<file path="config.mk">
export PLATFORM = sky130hd
export DESIGN_NAME = accel_selftest_timing
export DESIGN_NICKNAME = d
export VERILOG_FILES = /design/src/design/selftest_timing_pkg.sv /design/src/design/accel_selftest_timing.sv
export SDC_FILE = /design/constraint.sdc
export NUM_CORES = 1
export LEC_CHECK = 0
export BUFFER_PORTS_ARGS = -buffer_cell sky130_fd_sc_hd__buf_2
export CORE_MARGIN = 4
export CORE_UTILIZATION = 55
export DETAILED_ROUTE_END_ITERATION = 8
export GPL_TIMING_DRIVEN = 0
export PLACE_DENSITY = 0.75
export SETUP_SLACK_MARGIN = 0.4
export SLEW_MARGIN = 40
export SYNTH_ARGS = -nofsm -noshare
export SYNTH_HDL_FRONTEND = slang
export SYNTH_SLANG_ARGS = --single-unit
</file>
<file path="constraint.sdc">
create_clock -name i_clock -period 9.4 [get_ports i_clock]
set_input_delay 1.88 -clock i_clock [delete_from_list [all_inputs] [get_ports i_clock]]
set_output_delay 1.88 -clock i_clock [all_outputs]
set_load 0.01 [all_outputs]
</file>
<file path="src/design/selftest_timing_pkg.sv">
// Constants for the self-test timing block: register map, field layout, timing.
// Assumes a 50 MHz core clock and a byte-wide register port from the serial front end.
package selftest_timing_pkg;
  // Register offsets
  localparam logic [7:0] IDLE_CFG_ADDR  = 8'h37;
  localparam logic [7:0] DEC_CFG_ADDR   = 8'h38;
  // Reset values
  localparam logic [4:0] IDLE_RESET     = 5'h00;
  localparam logic [3:0] DEC_RESET      = 4'h0;
  // Field positions
  localparam int         IDLE_LSB       = 0;
  localparam int         DEC_LSB        = 0;
  // Highest code with its own power of two; above it the count saturates
  localparam logic [3:0] DEC_MAX_CODE   = 4'hB;
  localparam logic [3:0] DEC_SAT_SHIFT  = 4'hC;
  // Clock and phase times
  localparam int         CLK_MHZ        = 50;
  localparam int         IDLE_BASE_NS   = 312500;  // 312.5 us
  localparam int         IDLE_STEP_NS   = 31250;   // 31.25 us
  localparam int         CLK_NS         = 1000 / CLK_MHZ;
  localparam int         IDLE_BASE_CYC  = IDLE_BASE_NS / CLK_NS;
  localparam int         IDLE_STEP_CYC  = IDLE_STEP_NS / CLK_NS;
  localparam int         CYC_W          = 16;
  localparam int         SAMP_W         = 13;
  // Run-sequence states
  typedef enum logic [1:0] {ST_OFF, SELFTEST_IDLE_STEPS_PH, ST_MEAS_PH} phase_t;
endpackage

</file>
<file path="src/design/accel_selftest_timing.sv">
// Self-test timing engine: idle/measurement phase sequencer and its two registers.
// Assumes a byte register port on the same clock; axis choice comes from sensor_config_one.
// What this block does
// [RQ1] Idle phase is 312.5us plus 31.25us per step
// [RQ2] Average two-to-code samples, codes 12-15 give 4096
// [RQ3] Minimum idle, one sample gives 3200 Hz
// [RQ4] Period equals samples times idle-phase duration
// [RQ5] Ignore user rate and power during self-test
// [RQ6] Axis choice 00b restores user rate, power
// [RQ7] Software sets fields before choosing an axis
`timescale 1ns/1ps
module accel_selftest_timing (
  // Clock and reset
  input  wire logic       i_clock,
  input  wire logic       i_rst_n,
  // Register port
  input  wire logic       i_reg_wr,
  input  wire logic [7:0] i_reg_addr,
  input  wire logic [7:0] i_reg_wdata,
  output logic      [7:0] o_reg_rdata,
  // Self-test axis choice and user settings
  input  wire logic [1:0] i_selftest_axis_choice,
  input  wire logic [3:0] i_output_data_rate,
  input  wire logic [1:0] i_power_mode,
  // Timing outputs to the sensing path
  output logic      [3:0] o_output_data_rate,
  output logic      [1:0] o_power_mode,
  output logic            o_selftest_active,
  output logic            o_meas_phase,
  output logic            o_sample_tick,
  output logic            o_period_done
);
  // Whole state in one struct
  typedef struct packed {
    logic [4:0]                                  idle_q;     // Idle step field
    logic [3:0]                                  dec_q;      // Decimation code field
    logic [4:0]                                  run_idle_q; // Idle steps latched at start
    logic [3:0]                                  run_dec_q;  // Code latched at start
    selftest_timing_pkg::phase_t                 phase_q;    // Sequencer phase
    logic [selftest_timing_pkg::CYC_W-1:0]       cyc_q;      // Cycles left in the slot
    logic [selftest_timing_pkg::SAMP_W-1:0]      samp_q;     // Samples left in period
    logic                                        tick_q;     // Sample slot finished
    logic                                        done_q;     // Period finished
    logic [selftest_timing_pkg::CYC_W-1:0]       gap_q;      // Check helper, cycles since period end or measurement entry
    logic [7:0]                                  rdata_q;    // Read data
  } state_t;

  state_t s_q;
  state_t s_d;
  logic   st_on;

  // Counter reload for an idle setting: cycles in 312.5us + n x 31.25us, less one
  // Summed in ns before the divide: one step is half a cycle short of whole,
  // so odd settings lose half a cycle instead of every step losing half a cycle.
  // The largest setting still fits the 16-bit counter.
  function automatic logic [selftest_timing_pkg::CYC_W-1:0] slot_cycles(input logic [4:0] n);
    slot_cycles = selftest_timing_pkg::CYC_W'((selftest_timing_pkg::IDLE_BASE_NS
                  + int'(n) * selftest_timing_pkg::IDLE_STEP_NS)
                  / selftest_timing_pkg::CLK_NS - 1); // RQ1
  endfunction

  // Samples per measurement phase, saturating at 4096
  function automatic logic [selftest_timing_pkg::SAMP_W-1:0] samples(input logic [3:0] c);
    logic [3:0] sh;
    sh = (c > selftest_timing_pkg::DEC_MAX_CODE) ? selftest_timing_pkg::DEC_SAT_SHIFT : c; // RQ2
    samples = selftest_timing_pkg::SAMP_W'(1) << sh;
  endfunction

  // Self-test engaged whenever an axis is chosen
  assign st_on = (i_selftest_axis_choice != 2'h0);

  // Next-state logic
  always_comb begin
    s_d        = s_q;
    s_d.tick_q = 1'b0;
    s_d.done_q = 1'b0;
    // Register writes; upper bits are not stored and read as zero
    if (i_reg_wr && i_reg_addr == selftest_timing_pkg::IDLE_CFG_ADDR) begin
      s_d.idle_q = i_reg_wdata[selftest_timing_pkg::IDLE_LSB +: 5];
    end else if (i_reg_wr && i_reg_addr == selftest_timing_pkg::DEC_CFG_ADDR) begin
      s_d.dec_q = i_reg_wdata[selftest_timing_pkg::DEC_LSB +: 4];
    end
    // Read mux, unmapped offsets read zero
    if (i_reg_addr == selftest_timing_pkg::IDLE_CFG_ADDR) begin
      s_d.rdata_q = {3'h0, s_q.idle_q};
    end else if (i_reg_addr == selftest_timing_pkg::DEC_CFG_ADDR) begin
      s_d.rdata_q = {4'h0, s_q.dec_q};
    end else begin
      s_d.rdata_q = 8'h00;
    end
    // Sequencer
    case (s_q.phase_q)
      selftest_timing_pkg::ST_OFF: begin
        // Fields sampled at start so mid-run writes cannot stretch a period
        if (st_on) begin // RQ7
          s_d.run_idle_q = s_q.idle_q;
          s_d.run_dec_q  = s_q.dec_q;
          s_d.cyc_q      = slot_cycles(s_q.idle_q);
          s_d.samp_q     = samples(s_q.dec_q);
          s_d.phase_q    = selftest_timing_pkg::SELFTEST_IDLE_STEPS_PH;
        end
      end
      selftest_timing_pkg::SELFTEST_IDLE_STEPS_PH: begin
        // One idle slot before the sample train
        if (!st_on) begin
          s_d.phase_q = selftest_timing_pkg::ST_OFF; // RQ6
        end else if (s_q.cyc_q == '0) begin
          s_d.cyc_q   = slot_cycles(s_q.run_idle_q);
          s_d.phase_q = selftest_timing_pkg::ST_MEAS_PH;
        end else begin
          s_d.cyc_q = s_q.cyc_q - 1'b1;
        end
      end
      selftest_timing_pkg::ST_MEAS_PH: begin
        // Each sample uses one slot, so period = samples x slot
        if (!st_on) begin
          s_d.phase_q = selftest_timing_pkg::ST_OFF; // RQ6
        end else if (s_q.cyc_q == '0) begin
          s_d.tick_q = 1'b1;
          s_d.cyc_q  = slot_cycles(s_q.run_idle_q);
          if (s_q.samp_q == selftest_timing_pkg::SAMP_W'(1)) begin
            s_d.done_q = 1'b1; // RQ4 RQ3
            s_d.samp_q = samples(s_q.run_dec_q);
          end else begin
            s_d.samp_q = s_q.samp_q - 1'b1;
          end
        end else begin
          s_d.cyc_q = s_q.cyc_q - 1'b1;
        end
      end
      default: s_d.phase_q = selftest_timing_pkg::ST_OFF;
    endcase
    // Check helper: cycles since the last period end or measurement entry.
    // Lets the period check count cycles instead of using a long delay.
    if (s_d.done_q) begin
      // Period ends here, start a new count
      s_d.gap_q = '0;
    end else if (s_q.phase_q == selftest_timing_pkg::SELFTEST_IDLE_STEPS_PH
                 && s_d.phase_q == selftest_timing_pkg::ST_MEAS_PH) begin
      // First measurement slot starts here
      s_d.gap_q = '0;
    end else if (s_q.gap_q != '1) begin
      // Saturate so a stalled run cannot wrap into a false match
      s_d.gap_q = s_q.gap_q + 1'b1;
    end
  end

  // State register with synchronous reset
  always_ff @(posedge i_clock) begin
    if (!i_rst_n) begin
      s_q         <= '0;
      s_q.idle_q  <= selftest_timing_pkg::IDLE_RESET;
      s_q.dec_q   <= selftest_timing_pkg::DEC_RESET;
      s_q.phase_q <= selftest_timing_pkg::ST_OFF;
    end else begin
      s_q <= s_d;
    end
  end

  // User rate and power pass only while self-test is off
  assign o_output_data_rate = st_on ? 4'h0 : i_output_data_rate; // RQ5 RQ6
  assign o_power_mode       = st_on ? 2'h0 : i_power_mode;       // RQ5 RQ6
  assign o_selftest_active  = (s_q.phase_q != selftest_timing_pkg::ST_OFF);
  assign o_meas_phase       = (s_q.phase_q == selftest_timing_pkg::ST_MEAS_PH);
  assign o_sample_tick      = s_q.tick_q;
  assign o_period_done      = s_q.done_q;
  assign o_reg_rdata        = s_q.rdata_q;

  // Checks, all on the core clock; the assertions are quiet during reset, the covers are not
  // Slot counter reloads with every tick
  a_slot_reload: assert property (@(posedge i_clock) disable iff (!i_rst_n)
    o_sample_tick |-> s_q.cyc_q == slot_cycles(s_q.run_idle_q)) // RQ1
    else $error("slot not reloaded to idle length");
  // Large codes never load more than 4096 samples
  a_samp_sat: assert property (@(posedge i_clock) disable iff (!i_rst_n)
    (s_q.phase_q == selftest_timing_pkg::SELFTEST_IDLE_STEPS_PH && s_q.run_dec_q >= 4'hC)
    |-> s_q.samp_q <= 13'h1000) // RQ2
    else $error("sample count above 4096");
  // Minimum settings: one slot of 0.3125 ms between period ends
  a_min_period: assert property (@(posedge i_clock) disable iff (!i_rst_n) // RQ3
    (o_period_done && s_q.run_dec_q == 4'h0 && s_q.run_idle_q == 5'h00)
    |-> $past(s_q.gap_q)
        == selftest_timing_pkg::CYC_W'(selftest_timing_pkg::IDLE_BASE_CYC - 1))
    else $error("minimum period not 0.3125 ms");
  // Ticks at least 9 cycles apart, never bunched
  a_tick_gap: assert property (@(posedge i_clock) disable iff (!i_rst_n)
    o_sample_tick |=> !o_sample_tick [*8]) // RQ4
    else $error("sample ticks too close");
  // A period only ends on a sample
  a_done_tick: assert property (@(posedge i_clock) disable iff (!i_rst_n)
    o_period_done |-> o_sample_tick) // RQ4
    else $error("period end without sample");
  // User settings hidden while an axis is chosen
  a_user_mask: assert property (@(posedge i_clock) disable iff (!i_rst_n)
    st_on |-> o_output_data_rate == 4'h0 && o_power_mode == 2'h0) // RQ5
    else $error("user settings leak during self-test");
  // User settings pass again with no axis chosen
  a_user_back: assert property (@(posedge i_clock) disable iff (!i_rst_n)
    !st_on |-> o_output_data_rate == i_output_data_rate && o_power_mode == i_power_mode) // RQ6
    else $error("user settings not restored");
  // Sequencer stops one edge after the axis choice clears
  a_stop_seq: assert property (@(posedge i_clock) disable iff (!i_rst_n)
    $fell(st_on) |=> !o_selftest_active) // RQ6
    else $error("sequencer did not stop");
  // Code is copied at the start edge
  a_latch_start: assert property (@(posedge i_clock) disable iff (!i_rst_n)
    $rose(o_selftest_active) |-> s_q.run_dec_q == $past(s_q.dec_q)) // RQ7
    else $error("code not latched at start");
  c_start: cover property (@(posedge i_clock) $rose(o_selftest_active));
  c_period: cover property (@(posedge i_clock) o_period_done);
  c_abort: cover property (@(posedge i_clock) o_meas_phase && !st_on);
  // Period end at the minimum settings
  c_min_period: cover property (@(posedge i_clock)
    o_period_done && s_q.run_dec_q == 4'h0 && s_q.run_idle_q == 5'h00);
endmodule

</file>
==> summary.md <==
| Metric | Value |
|---|---|
| Total GRT Usage | 29.15% |
| Drt drc | 0 |
| Finished Cell Area | 14350 um^2 |
| DR vias | 13.64k |
| Clk sinks | 56 |
| Worst path top cell family by delay | simple AND/OR/NAND/NOR gates |
| Crit-path max cell delay | 0.61 ns |
| Clk buf depth | 2 |
| Vias in the first global route | 11.70k |
| Sw Share | 45.53% |
| Ant diodes | 0 |
| RSZ-0062 raised after global routing | true |
| Synth Flop Type | dfxtp_1 |
| Clock share of power | 17.0% |
| Crit share post-route | 98.51% |
| Commonest non-fill, non-tap cells in the layout | 141 x nand2_1, 117 x buf_4, 117 x nor2_1 |
| Initial Utilization | 56.77% |
| Share of cells above drive strength 1 | 27.74% |
| Startpoint type of the worst setup path | flip-flop |
| Slew headroom | 34.83% |
| Die height | 150.7 um |
| Mapped Avg Cell Area | 7.162 um^2 |
| DRT Pass-1 Iters | 7 |
| Max H-tree Level | 2 |
| First-pass GRT wire length | 56.69 mm |
| Final Max Tran Viols | 0 |
| Final GP Congestion | 0.9738 |
| Clk Latency, worst-skew pair | 0.30 ns |
| Top area cells in the synthesized netlist | dfxtp_1 10%, ha_1 7.3%, xnor2_1 5.6% |
| Hpwl dp | 24.81 mm |
| Asr flop ratio synth | 0% |
| Worst-path clk slew | 0.07 ns |
| Routed WL per cell | 19.04 um |
| Register share of total power | 28.8% |
| Routed Antenna Nets | 0 |
| Initial DRC Count | 1254 |
| WHS | 0.5103 ns |
| Most common cell after layout, fill and taps aside | nand2_1 |
| Largest net degree at the start of global routing | 17 |
| Critical path buffers and inverters | 5 |
| Yosys reg bits | 56 |
| Number of port buffers | 38 |
| Internal power | 0.0006223 W |
| Hold Crit Class | reg -> reg |
| Remaining Overflow, GRT | 0 |
| Peak supply drop | 129.7 uV |
| Worst hold stages | 2 |
| # rows | 51 |
| P_sw | 0.0005202 W |
| CTS tree | built |
| Synth Instances | 1563 |
| Endpoints failing hold | 0 |
| Fmax | 108.0 MHz |
| Routed wire length | 37.72 mm |
| Worst Tran Pin Value | 0.9743 ns |
| Yosys top cell by area | dfxtp_1 |
| Die area | 22700 um^2 |
| Core area | 19720 um^2 |
| Synth-to-Final Area Change | 28.22% |
| Worst EP required | 9.62 ns |
| PwrDens | 79.59 nW/um^2 |
| Static Leak | 5.482 nW |
| Crit path time final | 9.260 ns |
| Synth Warn # | 0 |
| CP max stage cell | or4b_4 |
| Seq/Total Area, Yosys | 10.01% |
| Total Nets Final | 1819 |
| Post-DR vias/cell | 6.885 |
| Root buf cell | clkbuf_16 |
| Io pins | 45 |
| Setup-failing EPs final | 0 |
| Antenna violations before repair | 0 |
| Cell Area, Placed | 11740 um^2 |
| Most frequent CP cell | nor3_4 |
| Number of max-cap violations | 0 |
| Setup CP Type | reg -> reg |
| Number of synthesized flops with an enable pin | 0 |
| Yosys top cell area share | 10.01% |
| Comb pwr share | 54.2% |
| Worst R2R Path Depth | 39 |
| CP max FO | 7 |
| CP Depth | 39 |
| Post-synthesis cell type count | 123 |
| Status | completed |
| CTS Buf Count | 5 |
| Clock skew | 0.009307 ns |
| Post-Syn Area | 11190 um^2 |
| Critical path data arrival time | 9.48 ns |
| Die W | 150.7 um |
| Worst setup EP type | flip-flop |
## stage by stage
stage,worst slack (ns),util [%],instances,setup TNS [ns],total power (W)
floorplan,0.4523,-,1565,0,0.0007604
global placement,-1.190,59.50,1868,-6.102,0.0008957
detailed placement,-1.271,59.53,1868,-6.697,0.0009014
CTS,0.4004,64.55,1912,0,0.001106
global route,-0.08469,72.80,1981,-0.1268,0.001217
finish,0.1402,72.80,1981,0,0.001142
## cell type report
| class | instances | area, um^2 |
|---|---|---|
| Sequential cell | 56 | 1149 |
| Timing Repair Buffer | 142 | 1018 |
| Fill cell | 1504 | 5364 |
| Tap cell | 265 | 331.6 |
| Inverter | 52 | 202.7 |
| Clock inverter | 1 | 7.507 |
| Clock buffer | 7 | 142.6 |
| Multi-Input combinational cell | 1373 | 10960 |
| Buffer | 85 | 539.3 |
## state kept, by name, summed over array words and instances (netlist names)
register,count
s_q,49
o_reg_rdata,5
o_period_done,1
o_sample_tick,1
## path summary, 6_finish.rpt
| check | end | slack (ns) | startpoint |
|---|---|---|---|
| setup / recovery | s_q[51] | 0.14 | s_q[64] |
| hold / removal | s_q[59] | 0.51 | s_q[59] |
| setup reg to reg | s_q[51] | 0.14 | s_q[64] |
| hold reg to reg | s_q[59] | 0.51 | s_q[59] |
## tightest hold or removal path: cells and delay by family (launching register included)
kind            cells  cell delay (ns)
simple gates        1             0.07
flops               1             0.35
compound gates      1             0.05
## power by group through the flow
stage / Combinational (W) / Sequential [W] / Clock (W)
5_1_grt: 0.000677 / 0.000336 / 0.000204
3_5_place_dp: 0.000568 / 0.000334 / 0
2_1_floorplan: 0.000439 / 0.000322 / 0
6_report: 0.000620 / 0.000329 / 0.000194
3_3_place_gp: 0.000563 / 0.000333 / 0
4_1_cts: 0.000584 / 0.000327 / 0.000195
## cells by family after synthesis
| kind of cell | share of synthesized area, % |
|---|---|
| buffers and inverters | 5.555 |
| multiplexers | 1.274 |
| XOR/XNOR | 8.215 |
| flip-flops | 10.01 |
| other | 0.03350 |
| adder cells (fa/ha/maj) | 9.869 |
| AND/OR/NAND/NOR | 28.67 |
| AO/OA/AOI/OAI | 36.37 |
## layer usage
metal / vias to the layer above / global-route usage, % / wire length, um
met2: 728 / 50.53 / 18490
met5: - / 0 / 0
met3: 145 / 2.800 / 2620
met4: 0 / 7.978 / 1352
li1: 6341 / - / -
met1: 6426 / 38.66 / 15260
## synth_stat cells (all sizes together), types with 13 or more instances
master / number
and3: 17
or2: 14
or3: 15
o21ai: 112
clkbuf: 40
nand2: 154
nor4: 27
a22oi: 14
nor2: 131
o221ai: 15
dfxtp: 56
and2: 22
xnor2: 72
a21oi: 107
xor2: 33
inv: 52
a221oi: 20
a211oi: 31
buf: 45
nand4: 42
nand3: 81
a31oi: 32
nor2b: 16
o31ai: 17
ha: 65
a311oi: 13
o211ai: 25
nor3: 66
o22ai: 16
a32oi: 16
## timing repair
action | 4_1_cts | 5_1_grt
setup buffers | 35 | 69
endpoints found under the setup margin | 11 | 11
gates resized for setup | 123 | 205
hold buffers | 0 | 0
pin swaps | 30 | 81
gates cloned | 1 | 0
No activity file was read; power rests on OpenSTA's default activity.
